--- config.mk ---
export PLATFORM = sky130hd
export DESIGN_NAME = sd_host_control_status_regs
export DESIGN_NICKNAME = d
export VERILOG_FILES = /design/src/sdhc_regs_pkg.sv /design/src/sd_host_control_status_regs.sv
export SDC_FILE = /design/constraint.sdc
export NUM_CORES = 1
export LEC_CHECK = 0
export BUFFER_PORTS_ARGS = -buffer_cell sky130_fd_sc_hd__buf_2
export CAP_MARGIN = 10
export CORE_ASPECT_RATIO = 0.5
export CORE_MARGIN = 4
export CORE_UTILIZATION = 38
export CTS_BUF_LIST = sky130_fd_sc_hd__clkbuf_4 sky130_fd_sc_hd__clkbuf_8 sky130_fd_sc_hd__clkbuf_16
export DETAILED_ROUTE_END_ITERATION = 7
export PLACE_DENSITY = 0.65
export SLEW_MARGIN = 25
export SYNTH_ARGS = -nofsm -noshare
export SYNTH_HDL_FRONTEND = slang
export SYNTH_SLANG_ARGS = --single-unit
--- constraint.sdc ---
create_clock -name clk -period 5.2 [get_ports clk]
set_clock_uncertainty 0.2 [all_clocks]
set_input_delay 0.78 -clock clk [delete_from_list [all_inputs] [get_ports clk]]
set_output_delay 0.78 -clock clk [all_outputs]
set_load 0.005 [all_outputs]
--- src/sdhc_regs_pkg.sv ---
// Purpose: Constants for the card host control and event flag register bank
// Assumes: Plain register port, 32-bit data, word-aligned byte addresses
// Notes:   Offsets are local choices; bit positions follow the register layout
package sdhc_regs_pkg;
    localparam int          ADDR_W            = 8;
    localparam logic [7:0]  OFS_CTRL_ONE      = 8'h00;
    localparam logic [7:0]  OFS_CTRL_TWO      = 8'h04;
    localparam logic [7:0]  OFS_EVENT_STATUS  = 8'h08;
    // Control one field positions
    localparam int          C1_WAKE_REM       = 26;
    localparam int          C1_WAKE_INS       = 25;
    localparam int          C1_WAKE_IRQ       = 24;
    localparam int          C1_IRQ_GAP        = 19;
    localparam int          C1_READ_WAIT      = 18;
    localparam int          C1_CONTINUE       = 17;
    localparam int          C1_STOP_GAP       = 16;
    localparam int          C1_BUS_POWER      = 8;
    localparam int          C1_CD_SEL         = 7;
    localparam int          C1_CD_TEST        = 6;
    localparam int          C1_DMA_LO         = 3;
    localparam int          C1_HIGH_SPEED     = 2;
    localparam int          C1_BUS_WIDTH      = 1;
    localparam logic [31:0] C1_WRITE_MASK     = 32'h070f_01de;
    localparam logic [1:0]  DMA_MODE_DESCRIPTOR_DMA_V2    = 2'h2;
    // Control two field positions
    localparam int          C2_RST_DATA       = 26;
    localparam int          C2_RST_CMD        = 25;
    localparam int          C2_RST_ALL        = 24;
    localparam int          C2_TIMEOUT_LO     = 16;
    localparam int          C2_DIV_LO         = 8;
    localparam int          C2_CARD_CLK_EN    = 2;
    localparam int          C2_CLK_STABLE     = 1;
    localparam int          C2_INT_CLK_EN     = 0;
    localparam logic [31:0] C2_WRITE_MASK     = 32'h070f_ff05;
    localparam int          TIMEOUT_BASE_EXP  = 13;
    // Event status layout
    localparam int          ST_SUMMARY        = 15;
    localparam logic [31:0] ST_FLAG_MASK      = 32'h03ff_01ff;
    localparam logic [31:0] ST_SUMMARY_SRC    = 32'h0000_03ff;
    localparam logic [31:0] RESET_VALUE       = 32'h0000_0000;
    // Internal clock settle time
    localparam int          CLK_PERIOD_NS     = 10;
    localparam int          CLK_SETTLE_NS     = 100;
    localparam int          CLK_SETTLE_CYC    = (CLK_SETTLE_NS + CLK_PERIOD_NS - 1) / CLK_PERIOD_NS;
    localparam logic [7:0]  SETTLE_CNT_INIT   = 8'(CLK_SETTLE_CYC);
    // Pin synchroniser depth
    localparam int          SYNC_STAGES       = 3;
endpackage
--- src/sd_host_control_status_regs.sv ---
// Purpose: Control and event flag register bank of a card host controller
// Assumes: Single 100 MHz clock; card detect pin is asynchronous
// Notes:   Flags clear on write-one; a hardware set wins over a same-cycle clear
//
// Decided for this implementation: the plain strobed port and the register addresses.
`timescale 1ns/1ps
module sd_host_control_status_regs
    import sdhc_regs_pkg::*;
(
    input  wire logic                            clk,
    input  wire logic                            reset_n,
    input  wire logic [sdhc_regs_pkg::ADDR_W-1:0] addr,
    input  wire logic [31:0]                     wdata,
    input  wire logic                            wr_stb,
    input  wire logic                            rd_stb,
    output logic      [31:0]                     rdata,
    input  wire logic                            card_detect_pin,
    input  wire logic [15:0]                     event_set,
    input  wire logic [9:0]                      error_set,
    output logic                                 wake_on_removal,
    output logic                                 wake_on_insertion,
    output logic                                 wake_on_card_irq,
    output logic                                 irq_at_block_gap,
    output logic                                 read_wait_ctrl,
    output logic                                 continue_request,
    output logic                                 stop_at_gap_request,
    output logic                                 card_bus_power,
    output logic                                 card_present,
    output logic                                 descriptor_dma_v2,
    output logic                                 high_speed_enable,
    output logic                                 data_bus_width,
    output logic                                 soft_reset_data_path,
    output logic                                 soft_reset_cmd_path,
    output logic                                 soft_reset_full,
    output logic      [4:0]                      timeout_exponent,
    output logic                                 card_clock
);
    import sdhc_regs_pkg::*;

    // ==============================================================
    // State
    typedef struct packed {
        logic [31:0] ctrl_one;
        logic [31:0] ctrl_two;
        logic [31:0] status;
        logic [31:0] rdata;
        logic        cont_pulse;
        logic        rst_data;
        logic        rst_cmd;
        logic        rst_all;
        logic [2:0]  cd_sync;
        logic        cd_level;
        logic        present;
        logic [7:0]  settle_cnt;
        logic        stable;
        logic [7:0]  div_cnt;
        logic        clk_phase;
        logic        card_clk;
        logic        bypass;
        logic [4:0]  tmo_exp;
        logic        dma_v2;
    } state_t;

    state_t st_r;
    state_t st_nxt;

    logic        wr_one;
    logic        wr_two;
    logic        wr_stat;
    logic [31:0] c1_w;
    logic [31:0] c2_w;
    logic [8:0]  half_div;
    logic [31:0] ev_in;

    // ==============================================================
    // Next state
    always_comb begin
        st_nxt  = st_r;
        wr_one  = wr_stb && (addr == OFS_CTRL_ONE);
        wr_two  = wr_stb && (addr == OFS_CTRL_TWO);
        wr_stat = wr_stb && (addr == OFS_EVENT_STATUS);
        c1_w    = wdata & C1_WRITE_MASK;
        c2_w    = wdata & C2_WRITE_MASK;
        ev_in   = {6'h00, error_set, 7'h00, event_set[8:0]};
        half_div = 9'h001;

        // Card detect pin: three stages, change accepted when last two agree
        st_nxt.cd_sync = {st_r.cd_sync[1:0], card_detect_pin};
        if (st_r.cd_sync[2] == st_r.cd_sync[1]) begin
            st_nxt.cd_level = st_r.cd_sync[2];
        end
        st_nxt.present = st_r.ctrl_one[C1_CD_SEL] ? st_r.ctrl_one[C1_CD_TEST]
                                                  : st_r.cd_level;

        // Control one
        st_nxt.cont_pulse = 1'b0;
        if (wr_one) begin
            st_nxt.ctrl_one = c1_w & ~(32'h1 << C1_CONTINUE);
            // Continue is a one-shot, refused while a stop is requested
            st_nxt.cont_pulse = wdata[C1_CONTINUE]
                                && !st_r.ctrl_one[C1_STOP_GAP];
        end

        // Control two; reset bits act as one-cycle pulses then self-clear
        st_nxt.rst_data = 1'b0;
        st_nxt.rst_cmd  = 1'b0;
        st_nxt.rst_all  = 1'b0;
        st_nxt.ctrl_two[C2_RST_ALL]  = 1'b0;
        st_nxt.ctrl_two[C2_RST_CMD]  = 1'b0;
        st_nxt.ctrl_two[C2_RST_DATA] = 1'b0;
        if (wr_two) begin
            st_nxt.ctrl_two = c2_w;
            st_nxt.rst_data = wdata[C2_RST_DATA];
            st_nxt.rst_cmd  = wdata[C2_RST_CMD];
            st_nxt.rst_all  = wdata[C2_RST_ALL];
        end
        st_nxt.tmo_exp = 5'(TIMEOUT_BASE_EXP)
                         + {1'b0, st_r.ctrl_two[C2_TIMEOUT_LO +: 4]};

        // Internal clock settle counter
        if (!st_r.ctrl_two[C2_INT_CLK_EN]) begin
            st_nxt.settle_cnt = SETTLE_CNT_INIT;
            st_nxt.stable     = 1'b0;
        end else if (st_r.settle_cnt != 8'h00) begin
            st_nxt.settle_cnt = st_r.settle_cnt - 8'h01;
        end else begin
            st_nxt.stable = 1'b1;
        end

        // Card clock divider: one-hot code n gives divide by 2n
        for (int i = 0; i < 8; i++) begin
            if (st_r.ctrl_two[C2_DIV_LO + i]) begin
                half_div = 9'(1 << i);
            end
        end
        st_nxt.bypass = (st_r.ctrl_two[C2_DIV_LO +: 8] == 8'h00);
        if (!st_r.stable || !st_r.ctrl_two[C2_CARD_CLK_EN]) begin
            // Held low while off; the bank relies on software ordering
            st_nxt.div_cnt   = 8'h00;
            st_nxt.clk_phase = 1'b0;
            st_nxt.card_clk  = 1'b0;
        end else if (st_r.bypass) begin
            // Base clock rate is not reachable from a flip-flop; toggle each edge
            st_nxt.clk_phase = ~st_r.clk_phase;
            st_nxt.card_clk  = ~st_r.clk_phase;
        end else if ({1'b0, st_r.div_cnt} + 9'h001 >= half_div) begin
            st_nxt.div_cnt   = 8'h00;
            st_nxt.clk_phase = ~st_r.clk_phase;
            st_nxt.card_clk  = ~st_r.clk_phase;
        end else begin
            st_nxt.div_cnt = st_r.div_cnt + 8'h01;
        end

        // Event flags: write-one clears, set from hardware wins
        if (wr_stat) begin
            st_nxt.status = st_r.status & ~(wdata & ST_FLAG_MASK);
        end
        st_nxt.status = (st_nxt.status & ST_FLAG_MASK)
                        | (ev_in & ST_FLAG_MASK);
        if (st_r.rst_cmd || st_r.rst_all) begin
            st_nxt.status = ev_in & ST_FLAG_MASK;
        end
        st_nxt.status[ST_SUMMARY] = |(st_nxt.status & ST_SUMMARY_SRC);

        if (st_r.rst_all) begin
            st_nxt.ctrl_one = RESET_VALUE;
            st_nxt.ctrl_two = RESET_VALUE;
        end

        // Decoded from the next value so the output tracks the field with no lag
        st_nxt.dma_v2 = (st_nxt.ctrl_one[C1_DMA_LO +: 2] == DMA_MODE_DESCRIPTOR_DMA_V2);

        // Read data: one cycle after the strobe, zero otherwise
        st_nxt.rdata = 32'h0000_0000;
        if (rd_stb) begin
            case (addr)
                OFS_CTRL_ONE:     st_nxt.rdata = st_r.ctrl_one;
                OFS_CTRL_TWO:     st_nxt.rdata = st_r.ctrl_two
                                                 | ({31'h0, st_r.stable} << C2_CLK_STABLE);
                OFS_EVENT_STATUS: st_nxt.rdata = st_r.status;
                default:          st_nxt.rdata = 32'h0000_0000;
            endcase
        end
    end

    // ==============================================================
    // Registers
    always_ff @(posedge clk or negedge reset_n) begin
        if (!reset_n) begin
            st_r <= '0;
        end else begin
            st_r <= st_nxt;
        end
    end

    // ==============================================================
    // Outputs
    assign rdata                = st_r.rdata;
    assign wake_on_removal      = st_r.ctrl_one[C1_WAKE_REM];
    assign wake_on_insertion    = st_r.ctrl_one[C1_WAKE_INS];
    assign wake_on_card_irq     = st_r.ctrl_one[C1_WAKE_IRQ];
    assign irq_at_block_gap     = st_r.ctrl_one[C1_IRQ_GAP];
    assign read_wait_ctrl       = st_r.ctrl_one[C1_READ_WAIT];
    assign continue_request     = st_r.cont_pulse;
    assign stop_at_gap_request  = st_r.ctrl_one[C1_STOP_GAP];
    assign card_bus_power       = st_r.ctrl_one[C1_BUS_POWER];
    assign card_present         = st_r.present;
    assign descriptor_dma_v2    = st_r.dma_v2;
    assign high_speed_enable    = st_r.ctrl_one[C1_HIGH_SPEED];
    assign data_bus_width       = st_r.ctrl_one[C1_BUS_WIDTH];
    assign soft_reset_data_path = st_r.rst_data;
    assign soft_reset_cmd_path  = st_r.rst_cmd;
    assign soft_reset_full      = st_r.rst_all;
    assign timeout_exponent     = st_r.tmo_exp;
    assign card_clock           = st_r.card_clk;
endmodule

* Yosys cells after proc, flatten, opt, wreduce, memory -nomap -nowiden
Index checks and enable logic that the tools add are counted.
Operators by class: add/subtract/negate cells 4, order comparisons 1, equal/unequal tests 7, multiplexer cells 25, bitwise gates (word level) 5, reductions and logical operators 16
Operator list (number):
- $mux W32 | 3
- $pmux W32 S3 | 1
- $mux W64 | 1
- $mux W9 | 7
- $mux W26 | 2
- $or A32 B2 Y32 | 1
- $and A26 B26 Y26 | 1
- $not A26 Y26 | 1
- $or A26 B26 Y26 | 1
- $mux W8 | 3
- $logic_not A8 Y1 | 2
- $mux W10 | 1
- $reduce_or A10 Y1 | 1
- $add A8 B1 Y9 const B | 1
- $ge A9 B9 Y1 | 1
- $add A8 B1 Y8 const B | 1
- $eq A8 B3 Y1 const B | 1
- $eq A8 B4 Y1 const B | 1
- $reduce_bool A8 Y1 | 1
- $sub A8 B1 Y8 const B | 1
- $mux W2 | 3
- $add A4 B4 Y5 const A | 1
- $logic_and A1 B1 Y1 | 4
- $ne A2 B1 Y1 const B | 2
- other kinds (10) | 16
Word-level totals: register bits after elaboration 157, bits of input ports 71, output and inout bits 53, logic and storage cells 79

* Logic depth before layout (Yosys ltp)
depth after elaboration 11, mapped depth 9, gate-level depth less buffers 9

* Worst setup path after synthesis
No wires, ideal clock.
kind reg2reg, start point register st_r[111] in the netlist's numbering, end point register st_r[11] in the netlist's numbering, library setup time 0.067 ns, arrival 2.459 ns, data required time 4.933 ns, setup slack 2.474 ns, stages on the path, launching flop included 10, path buffers 1, clock period less this slack 2.726 ns, cells stage by stage dfrtp_1 or4_1 nor4_1 ha_1 nand2b_1 a21o_1 a211oi_1 or3_1 clkbuf_1 a32o_1
Between the ends: cells in the longest elaborated chain, start to end 8
Ends and longest elaborated chain:
- from (decl) | RTL line sd_host_control_status_regs.sv:64 | state_t st_r;
- from (signal assigned) | RTL line sd_host_control_status_regs.sv:192 | st_r <= st_nxt;
- $mux W9 (4 in series) | RTL line sd_host_control_status_regs.sv:132 | if (st_r.ctrl_two[C2_DIV_LO + i]) begin
- $ge A9 B9 Y1 | RTL line sd_host_control_status_regs.sv:146 | end else if ({1'b0, st_r.div_cnt} + 9'h001 >= half_div) begin
- $mux W8 | RTL line sd_host_control_status_regs.sv:146
- $mux W8 | RTL line sd_host_control_status_regs.sv:142 | end else if (st_r.bypass) begin
- $mux W10 | RTL line sd_host_control_status_regs.sv:137 | if (!st_r.stable || !st_r.ctrl_two[C2_CARD_CLK_EN]) begin
No other way between the ends. The select of a mux whose other input is x is not followed. A chain may end at the register's enable or synchronous reset.

* Final worst setup path
start point register st_r[112] in the netlist's numbering, end point register st_r[8] in the netlist's numbering
Between the ends: cells in the longest elaborated chain, start to end 5
Ends and longest elaborated chain (RTL line):
- $mux W9 (3 in series) | sd_host_control_status_regs.sv:132
- $ge A9 B9 Y1 | sd_host_control_status_regs.sv:146
- $reduce_bool A3 Y1 (no line)
No other way between the ends.

==> results.cfg <==
[outcome]
status = completed

[sta]
grt_setup_unrepaired = no
postLayoutSetupSlackWorst_ns = 2.20
relSlewSlack = 0.472
fin_tns_setup_ns = 0
maxSlewViolCount = 0
setup_violations = 0
hold_violations = 0
tightestPinTransition_ns = 0.792
min_period_over_period = 0.576
period_needed_ns = 3.00
fmax_ghz = 0.334

[clock_tree]
cts_sinks = 112
clock-root-buffer = clkbuf_16
clock_latency_ns = 0.35
post_cts_buffers = 0
cts.path.max_buffers = 2
h-tree-depth = 3
post_cts_resized = 0
clk_pin_slew_ns = 0.08
cts_tree = built
cts_hold_buf = 0
numCtsBuffers = 9

[routing]
drtIter0Drc = 222
firstDrtPassIters = 4
ant_nets = 0
dr_total_vias = 3658
wire_per_inst_um = 16.4
totalWireLength_mm = 11.8
drc = 0
viasPerCell = 5.08

[global_routing]
gr-total-overflow = 0
grt_pass1_wl_mm = 19.5
track_usage = 0.159
antenna_found_initial = 1
grt_pass1_vias = 3757
grt_max_degree = 58
met1_usage = 0.209
grt_use_met3 = 0.0521
grt_busiest_layer = met2
use_met2 = 0.254

[critical_path]
critPathRequiredTime_ns = 5.23
crit_chain = or4_1, nor4_1, ha_1, nand2b_1, a21o_1, a211oi_1, o31ai_1, mux2_2
critical_path.top_delay_family = simple AND/OR/NAND/NOR gates
critical_path.max_stage_delay_ns = 0.58
endpoint_kind = register
cp_slowest_cell = or4_1
arrival_ns = 3.03
critPathKind = reg2reg
start_kind = register
worst-path-buf-inv = 0
cp_max_fo = 5

[logic_synthesis]
synth_ff_type = dfrtp_1
synth_fp_nets = 561
synth_edf_count = 0
synth_top_cells_by_area = dfrtp_1 (55%), buf_4 (5.9%), mux2i_1 (5.1%)
synth_area_leader_cell = dfrtp_1
yosysUniqueCellTypes = 51
synth_warnings = 0
syn_area_per_cell_um2 = 10.7
synth_cells = 478
synth-seq-cells = 112
async_reset_ff_frac = 1.00
synth_top_area_frac = 0.548
synth_seq_area_share = 0.548
syn_area_um2 = 5110

[power_and_ir_drop]
peakVddDrop_mv = 0.152
p_leak_nw = 2.97
powerDensity_nw_per_um2 = 293
p_total_mw = 1.71

[floorplan]
die_w_um = 172
initial_core_util = 0.396
row_count = 29
coreArea_um2 = 12900
die_height_um = 90.0
ios = 124
dieArea_um2 = 15500

[placed_design]
pre_cts_ws_ns = 1.88
post_dp_cell_area_um2 = 5540
place_congestion = 0.798
hpwl_mm = 8.23
portBuffers = 111

[final_layout]
n_antenna_cell = 0
final_cell_area_um2 = 5840
n_fill_cell = 1264
final_common_cell = dfrtp_1
syn_to_final_growth_pct = 14.2
drive_above_1_share = 0.289
ff_latch_area_um2 = 2800
multi_input_area_um2 = 1880
final_cell_mix = dfrtp_1 (112), buf_2 (110), nand2_1 (55)
finalNetCount = 628

[worst_hold_path]
hp-class = reg2reg

[run]
maxCapViolations = 0
kinds of logic (layout without fill, tap and decap cells):
family | after synthesis | count (layout) | share of synthesized area
adders and majority gates | 13 | 13 | 0.0313
xor gates and xnor gates | 12 | 12 | 0.0206
buffers and inverters | 72 | 144 | 0.0837
other | 1 | 1 | 0.000734
DFF | 112 | 112 | 0.548
muxes | 28 | 28 | 0.0553
and+or+nand+nor | 168 | 168 | 0.167
AOI/OAI and AO/OA | 72 | 72 | 0.0930
cells in the mapped netlist, types with 2 or more instances:
master	n
buf_2	6
or4_4	2
a21oi_1	34
nand2_1	55
a22oi_1	3
xnor2_1	7
and2_1	5
mux2_2	2
nor3_1	6
or3_2	2
or3_1	2
a32o_1	6
xor2_1	5
or2_2	5
nand3b_1	3
mux2i_1	26
clkbuf_1	13
nand3_1	5
buf_4	40
and3_1	19
nor4_1	7
a31o_2	11
nor2_1	39
dfrtp_1	112
a21o_1	2
inv_1	12
nor3b_1	4
ha_1	12
nor2b_1	4
o21ai_0	5
nand4_1	2
a31oi_1	2
o31ai_1	2
through the flow:
stage                     utilization  instances  hold slack [ns]
after floorplan                     -        478            0.131
after CTS                       0.452        720            0.159
after global placement          0.429        704            0.136
after detailed placement        0.429        704            0.140
after global routing            0.452        720            0.161
final                           0.452        720            0.156
layout make-up:
class / instances / area share
Sequential cell: 112 / 0.480
Clock buffer: 11 / 0.0433
Inverter: 12 / 0.00771
Timing Repair Buffer: 116 / 0.102
Clock inverter: 5 / 0.00857
Multi-Input combinational cell: 294 / 0.322
Tap cell: 170 / 0.0364
layer usage:
metal | vias to the layer above | part of all wire
met5 | - | 0.00059
met4 | 2 | 0.010
met3 | 13 | 0.048
met2 | 67 | 0.49
met1 | 1831 | 0.45
li1 | 1745 | -
flip-flops by register name (all words and copies together), names as in the netlist, 2 cells and up:
name,count
st_nxt,2
st_r,62
rdata,28
timeout_exponent,5
where the power goes:
part / total (mW) / switching [mW] / leakage (nW) / internal, mW
combinational: 0.120 / 0.0690 / 1.41 / 0.0509
clock: 0.683 / 0.324 / 0.145 / 0.359
sequential: 0.906 / 0.0162 / 1.41 / 0.890
total: 1.71 / 0.409 / 2.97 / 1.30
final timing paths:
path	from	end	slack, ns	cells after the start
worst max register to register	st_r[112]	st_r[8]	2.20	8
worst max-delay path	st_r[112]	st_r[8]	2.20	8
min in group asynchronous	reset_n	card_present	0.27	1
worst min register to register	st_nxt[29]	st_nxt[30]	0.16	0
worst min-delay path	st_nxt[29]	st_nxt[30]	0.16	0
max in group asynchronous	reset_n	rdata[11]	3.34	2
(Power assumes the default switching activity.)
